===== config.mk =====
export PLATFORM = sky130hd
export DESIGN_NAME = cbc_ctrl
export DESIGN_NICKNAME = d
export VERILOG_FILES = /design/src/cbc_pkg.sv /design/src/cbc_ctrl.sv
export SDC_FILE = /design/constraint.sdc
export NUM_CORES = 1
export LEC_CHECK = 0
export BUFFER_PORTS_ARGS = -buffer_cell sky130_fd_sc_hd__buf_2
export CELL_PAD_IN_SITES_DETAIL_PLACEMENT = 1
export CELL_PAD_IN_SITES_GLOBAL_PLACEMENT = 1
export CORE_MARGIN = 1
export CORE_UTILIZATION = 36
export CTS_CLUSTER_SIZE = 12
export DETAILED_ROUTE_END_ITERATION = 12
export PLACE_DENSITY_LB_ADDON = 0.3
export SLEW_MARGIN = 15
export SYNTH_ARGS = -nofsm -noshare
export SYNTH_HDL_FRONTEND = slang
export SYNTH_SLANG_ARGS = --single-unit

===== constraint.sdc =====
create_clock -name core_clk -period 1.2 [get_ports core_clk]
set_input_delay 0.06 -clock core_clk [delete_from_list [all_inputs] [get_ports core_clk]]
set_output_delay 0.06 -clock core_clk [all_outputs]
set_load 0.02 [all_outputs]

===== src/cbc_pkg.sv =====
// constants and types shared by the bus control logic
package cbc_pkg;

	localparam int unsigned CBC_CLK_PERIOD_PS = 25000;
	localparam int unsigned CBC_RESET_MIN_CLK = 3;
	localparam int unsigned CBC_SYNC_LEN      = 3;

	// reset values of the pin drivers: strobes idle high, enables off
	localparam logic CBC_STROBE_IDLE = 1'h1;
	localparam logic CBC_OE_OFF      = 1'h0;
	localparam logic CBC_NMI_IDLE    = 1'h1;

	typedef enum logic [2:0] {
		CBC_ST_RESET = 3'h1,
		CBC_ST_OWN   = 3'h2,
		CBC_ST_ACK   = 3'h4
	} cbc_bus_st_t;

	typedef struct packed {
		cbc_bus_st_t                bus_st;
		logic [CBC_SYNC_LEN-1:0]    nmi_sync;
		logic [CBC_SYNC_LEN-1:0]    io_sync;
		logic                       nmi_lvl;
		logic                       nmi_pend;
		logic                       nmi_take;
		logic                       irq_take;
		logic                       halt_n;
		logic                       fetch_n;
		logic                       fetch_oe;
		logic                       memory_request_n_n;
		logic                       rd_n;
		logic                       wr_n;
		logic                       io_n;
		logic                       io_oe;
		logic                       io_ext_n;
	} cbc_state_t;

	localparam cbc_state_t CBC_STATE_RST = '{
		bus_st:   CBC_ST_RESET,
		nmi_sync: {CBC_SYNC_LEN{CBC_NMI_IDLE}},
		io_sync:  {CBC_SYNC_LEN{CBC_STROBE_IDLE}},
		nmi_lvl:  CBC_NMI_IDLE,
		nmi_pend: 1'h0,
		nmi_take: 1'h0,
		irq_take: 1'h0,
		halt_n:   CBC_STROBE_IDLE,
		fetch_n:  CBC_STROBE_IDLE,
		fetch_oe: CBC_OE_OFF,
		memory_request_n_n:   CBC_STROBE_IDLE,
		rd_n:     CBC_STROBE_IDLE,
		wr_n:     CBC_STROBE_IDLE,
		io_n:     CBC_STROBE_IDLE,
		io_oe:    CBC_OE_OFF,
		io_ext_n: CBC_STROBE_IDLE
	};

endpackage : cbc_pkg


===== src/cbc_ctrl.sv =====
// processor control signals at the external bus: nmi, halt, fetch and io strobes
// Operation
// nonmaskable request wins over every maskable request.
// nonmaskable request is accepted only at instruction completion.
// no interrupt enable bit can block the nonmaskable request.
// external nmi pin and watchdog_timer request merge into one request.
// halt output is low while the processor is stopped by halt.
// fetch strobe goes low with memory request and read on opcode fetch.
// fetch strobe is undriven during reset and bus acknowledge.
// io request strobe marks io accesses, read or write strobe gives direction.
// io request is undriven in reset and an input during bus acknowledge.
// reset source holds reset low three clocks and until clock is stable; not built here, the board is trusted to do it.
// nmi pin is synchronised and latched until accepted.
`timescale 1ns/10ps
module cbc_ctrl
	import cbc_pkg::*;
(
	input  wire logic core_clk,
	input  wire logic rstn,
	input  wire logic nmi_pin_n,
	input  wire logic watchdog_timer_nmi,
	input  wire logic instr_end,
	input  wire logic irq_req,
	input  wire logic irq_en,
	input  wire logic halted,
	input  wire logic bus_ack,
	input  wire logic cpu_fetch,
	input  wire logic cpu_mem,
	input  wire logic cpu_io,
	input  wire logic cpu_rd,
	input  wire logic cpu_wr,
	input  wire logic io_request_n_in,
	output logic      nmi_take,
	output logic      irq_take,
	output logic      halt_n,
	output logic      fetch_strobe_n,
	output logic      fetch_strobe_oe,
	output logic      memory_request_n,
	output logic      rd_n,
	output logic      wr_n,
	output logic      io_request_n,
	output logic      io_request_oe,
	output logic      io_request_ext_n
);

	cbc_state_t s_q;
	cbc_state_t s_d;

	logic nmi_lvl_new;
	logic nmi_event;
	logic nmi_want;
	logic accept_nmi;
	logic own_bus;

	always_comb begin
		s_d = s_q;

		// pin passes three flops; a change only counts once the last two agree
		s_d.nmi_sync = {s_q.nmi_sync[CBC_SYNC_LEN-2:0], nmi_pin_n};
		s_d.io_sync  = {s_q.io_sync[CBC_SYNC_LEN-2:0], io_request_n_in};
		if (s_q.nmi_sync[CBC_SYNC_LEN-1] == s_q.nmi_sync[CBC_SYNC_LEN-2]) begin
			nmi_lvl_new = s_q.nmi_sync[CBC_SYNC_LEN-1];
		end else begin
			nmi_lvl_new = s_q.nmi_lvl;
		end
		s_d.nmi_lvl = nmi_lvl_new;

		// the pin is edge sensitive so a held-low pin is serviced only once
		nmi_event = (s_q.nmi_lvl & ~nmi_lvl_new) | watchdog_timer_nmi;
		nmi_want  = s_q.nmi_pend | nmi_event;

		// irq_en is deliberately absent from the acceptance term
		accept_nmi = instr_end & nmi_want; // see R2
		s_d.nmi_take = accept_nmi;

		// an event in the accepting cycle is folded into that acceptance, not lost
		s_d.nmi_pend = nmi_want & ~accept_nmi;

		s_d.irq_take = instr_end & irq_req & irq_en & ~nmi_want;

		s_d.halt_n = ~halted;

		// bus ownership: released on the first clock out of reset if bus_ack is high, as from the own state
		case (s_q.bus_st)
			CBC_ST_RESET: begin
				s_d.bus_st = bus_ack ? CBC_ST_ACK : CBC_ST_OWN;
			end
			CBC_ST_OWN: begin
				s_d.bus_st = bus_ack ? CBC_ST_ACK : CBC_ST_OWN;
			end
			CBC_ST_ACK: begin
				s_d.bus_st = bus_ack ? CBC_ST_ACK : CBC_ST_OWN;
			end
			default: begin
				s_d.bus_st = CBC_ST_RESET;
			end
		endcase
		own_bus = (s_d.bus_st == CBC_ST_OWN);

		s_d.fetch_oe = own_bus;
		s_d.io_oe    = own_bus;

		if (own_bus) begin
			s_d.fetch_n = ~cpu_fetch;
			s_d.memory_request_n_n  = ~(cpu_fetch | cpu_mem);
			s_d.rd_n    = ~(cpu_fetch | cpu_rd);
			s_d.wr_n    = ~(cpu_wr & ~cpu_fetch);
			s_d.io_n    = ~(cpu_io & ~cpu_fetch);
		end else begin
			s_d.fetch_n = CBC_STROBE_IDLE;
			s_d.memory_request_n_n  = CBC_STROBE_IDLE;
			s_d.rd_n    = CBC_STROBE_IDLE;
			s_d.wr_n    = CBC_STROBE_IDLE;
			s_d.io_n    = CBC_STROBE_IDLE;
		end

		// during bus acknowledge the foreign master's io request is sensed
		if (s_q.bus_st == CBC_ST_ACK) begin
			if (s_q.io_sync[CBC_SYNC_LEN-1] == s_q.io_sync[CBC_SYNC_LEN-2]) begin
				s_d.io_ext_n = s_q.io_sync[CBC_SYNC_LEN-1];
			end
		end else begin
			s_d.io_ext_n = CBC_STROBE_IDLE;
		end
	end

	// reset length is trusted to the board; no stretcher is built here
	always_ff @(posedge core_clk or negedge rstn) begin
		if (!rstn) begin
			s_q <= CBC_STATE_RST;
		end else begin
			s_q <= s_d;
		end
	end

	assign nmi_take         = s_q.nmi_take;
	assign irq_take         = s_q.irq_take;
	assign halt_n           = s_q.halt_n;
	assign fetch_strobe_n   = s_q.fetch_n;
	assign fetch_strobe_oe  = s_q.fetch_oe;
	assign memory_request_n = s_q.memory_request_n_n;
	assign rd_n             = s_q.rd_n;
	assign wr_n             = s_q.wr_n;
	assign io_request_n     = s_q.io_n;
	assign io_request_oe    = s_q.io_oe;
	assign io_request_ext_n = s_q.io_ext_n;
endmodule : cbc_ctrl


== Word-level counts from Yosys, hierarchy flattened ==
Index checks and enable logic that the tools add are counted.
Storage, ports and cells
  logic and storage cells: 51
  input bits: 15
  bits in registers: 21
Operators by class
  bitwise operators: 21
  multiplexer cells: 7
  reductions and logical operators: 1
  equality and inequality tests: 7
Operators by type and width (count)
  NOT 1 bit: 9
  AND 1 bit: 8
  equality test 3 x 2 -> 1 bit (second input constant): 2
  2-to-1 mux 3 bit: 2
  2-to-1 mux 1 bit: 4
  2-to-1 mux 4 bit: 1
  OR 1 bit: 4
  equality test 3 x 1 -> 1 bit (second input constant): 1
  equality test 3 bit (second input constant): 1
  OR reduction 3 bit: 1
  equality test 1 bit: 2
  inequality test 2 x 1 -> 1 bit (second input constant): 1

== Depth between registers and ports, before layout ==
  word-level depth: 9
  mapped depth: 3
  gate-level depth less buffers: 2

== Worst setup path before layout ==
Ideal clock, no wire load.
  path type: reg-to-reg
  start: register s_q[12] (netlist bit)
  end: register s_q, in the netlist irq_take
  period minus slack after synthesis: 1145 ps
  setup slack: 55 ps
  data arrival time: 1026 ps
  library setup time: 120 ps
  cell stages (with the launch flop): 3
  path through: dfstp_2 or3b_1 and3_1
RTL lines
  from (decl): line cbc_ctrl.sv:46  | cbc_state_t s_q;
  from (signal assigned): line cbc_ctrl.sv:130  | s_q <= CBC_STATE_RST;
  from (signal assigned): line cbc_ctrl.sv:132  | s_q <= s_d;

==> run summary <==
The worst setup path is launched from a flip-flop. Based on the critical path, the design can be clocked at up to 839 MHz. Buffers added to address setup during post-CTS repair amount to 0. The worst IR drop on VDD came out at 1150 uV.

The number of antenna-violating nets in the routed design is 0. The actual slew at the worst max-slew pin is 403 ps. The initial antenna violation count is 0.

The clock edge transition at the registers on the reported setup and hold paths is 100 ps. Across the routed clock network, the largest skew measured is 6.75 ps. The site row count came out at 15. After layout, the worst setup slack is 8.70 ps. The critical path is of the flip-flop to flip-flop type. For this configuration, the core starts out at a cell density of 0.403. The longest clock path from root to sink contains 2 buffers. The final wirelength came out at 1230 um. The number of pins exceeding their max-slew limit in the final report came out at 0. The core outline area came out at 1800 um2. The area taken by flip-flops and latches is 519 um2. STA classifies the critical path endpoint as a flip-flop. TritonCTS built the clock tree. During placement, the flow inserted port buffers numbering 25. The portion of synthesized cell area occupied by the leading cell type came out at 0.542. Dividing total power by cell area gives a power density of 1850 nW/um2. The register area share after synthesis came out at 0.714. The wire length of the first global-routing pass is 2130 um. The horizontal die dimension came out at 46.9 um. The share of cells above drive strength 1 is 0.602.

The run finished with clean final reports. The reg-to-reg setup timing slack came out at 9 ps. The maximum number of pins on one net before global-route repair came out at 21. Setup repair after global routing could not meet its margin everywhere. The end-of-flow core utilization is 0.538. Counting flops per register, the top entry is s_q.

Ranked by total cell area, the synthesized netlist is headed by sky130_fd_sc_hd__dfstp_2, sky130_fd_sc_hd__dfrtp_1, sky130_fd_sc_hd__o211ai_1. Tracing the worst setup path back leads to its startpoint at s_q[12]$_DFF_PN1_. The setup slack at placement is 15.5 ps. The net total in the final layout came out at 99. The worst hold path belongs to the class primary input to flip-flop.

CTS saw 20 sinks. The average detailed-routed wire length per instance is 11.4 um. CTS placed an instance of sky130_fd_sc_hd__clkbuf_4 at the clock tree root. The die footprint came out at 2200 um2.

The area of the multi-input gates is 195 um2. The Yosys step of the flow raised 0 warnings. The synthesized net count came out at 64. The count of endpoints failing hold in the final timing report was 0. The number of global-route vias before repair was 513. Global routing finished with a remaining overflow of 0. The number of flip-flops in the largest register came out at 6. The average cell area after synthesis came out at 14.8 um2.

The library cell occupying the most area in the post-synthesis netlist is sky130_fd_sc_hd__dfstp_2. The total of flip-flops plus latches after synthesis is 20. For the worst-skew pair, the clock arrives at the later sink with an insertion delay of 290 ps. The setup TNS is 0 ps. The overall die height came out at 46.9 um. The initial detailed-routing violation count is 1.

The CTS H-tree depth came out at 1. The startpoint identified for the worst hold timing path is cpu_fetch. The minimum clock period is 1190 ps. Data arrives at the worst endpoint at 1390 ps. The number of top-level pins came out at 26. The count of filler cells inserted in the layout is 203.

The count of cell types in the netlist came out at 19. The number of antenna repair diodes came out at 0. The count of maximum capacitance violations came out at 0. The tightest slew margin relative to the limit came out at 0.732. The number of standard cells after synthesis is 49. The final critical-path share of the clock period came out at 0.993.

The number of detailed-route iterations in the first pass came out at 3. The worst reg2reg path depth came out at 2. The worst flop-to-flop path endpoint is irq_take$_DFF_PN0_. The area added between synthesis and finish came out at 33.4%. In the global route stage, overall resource usage came out at 0.146. The most critical setup path has its endpoint at irq_take$_DFF_PN0_.

The launching point of the worst reg2reg path is s_q[12]$_DFF_PN1_. The static leakage power came out at 0.441 nW. The number of buffers created by CTS is 3. The tightest hold margin came out at 22.5 ps.

The final RePlAce weighted congestion is 0.702. Along the worst path, the maximum fanout reaches 3. The cell area after synthesis is 727 um2.

The number of remaining DRC errors came out at 0. The required time reported for the critical path endpoint came out at 1400 ps. The via density per instance is 4.67. The number of failing setup endpoints in the final timing report is 0. The total via count after detailed routing came out at 504.
where the power goes:
part	total (mW)	internal (mW)	switching, mW
Clock	0.315	0.129	0.185
Sequential	0.919	0.851	0.0682
Combinational	0.561	0.222	0.339
Total	1.80	1.20	0.593
layout by cell type (no fill, tap or decap), types with 3 or more instances in the layout:
master,Yosys,layout
sky130_fd_sc_hd__clkbuf_4,0,3
sky130_fd_sc_hd__dfrtp_1,5,5
sky130_fd_sc_hd__nor2_1,3,3
sky130_fd_sc_hd__o211ai_1,5,5
sky130_fd_sc_hd__buf_2,1,25
sky130_fd_sc_hd__dlygate4sd3_1,0,5
sky130_fd_sc_hd__dfstp_2,15,15
stage by stage:
step | cells | instance area [um2] | power [mW]
finish | 108 | 970 | 1.80
global route | 108 | 970 | 1.92
CTS | 108 | 965 | 1.83
detailed placement | 99 | 886 | 1.49
global placement | 99 | 886 | 1.47
floorplan | 49 | 727 | 1.29
critical path, stage by stage (launching register included):
cell	delay (ps)
sky130_fd_sc_hd__dfstp_2	540
sky130_fd_sc_hd__or3b_4	380
sky130_fd_sc_hd__and3_4	170
how the worst min path moves through the flow:
stage | endpoint | depth (start not counted)
final | fetch_strobe_n$_DFF_PN1_ | 2
after detailed placement | io_request_oe$_DFF_PN0_ | 1
after floorplan | io_request_oe$_DFF_PN0_ | 0
after CTS | fetch_strobe_n$_DFF_PN1_ | 2
after global placement | io_request_oe$_DFF_PN0_ | 1
after global routing | fetch_strobe_n$_DFF_PN1_ | 2
logic make-up (layout without fill, tap and decap cells):
kind of cell	Yosys count	after routing	synth area share
and+or+nand+nor	8	8	0.0654
DFF	20	20	0.714
adders and majority gates	1	1	0.0138
xor gates and xnor gates	1	1	0.0224
buffers and inverters	4	38	0.0275
AOI/OAI and AO/OA	15	15	0.157
cell type report:
type | count | share of cell area
tap | 25 | 0.0323
clock buffer | 4 | 0.0271
sequential | 20 | 0.535
multi-input combinational | 25 | 0.201
inverter | 2 | 0.00774
timing repair buffer | 32 | 0.196
metal layers:
metal | global-route usage | routed length, um | up-vias
li1 | - | - | 243
met1 | 0.165 | 551 | 240
met2 | 0.247 | 590 | 19
met3 | 0.0500 | 68 | 2
met4 | 0.0686 | 21 | 0
met5 | 0 | 0 | -
what timing repair did:
action / in CTS / in global routing
resized for setup: 1 / 1
hold endpoints to repair: 24 / 0
setup endpoints to repair: 1 / 2
cloned: 0 / 0
hold buffers: 5 / 0
cell usage after synthesis (all sizes together):
cell type and number:
dfstp 15, dfrtp 5, o211ai 5, nor2 3
a21oi 2, and3 2, buf 2, inv 2
nor3b 2, o211a 2, o21ai 2, o21ba 2
a21boi 1, maj3 1, o2111ai 1, or3b 1
xor2 1
Note: power is estimated with default switching activity, not from simulation.
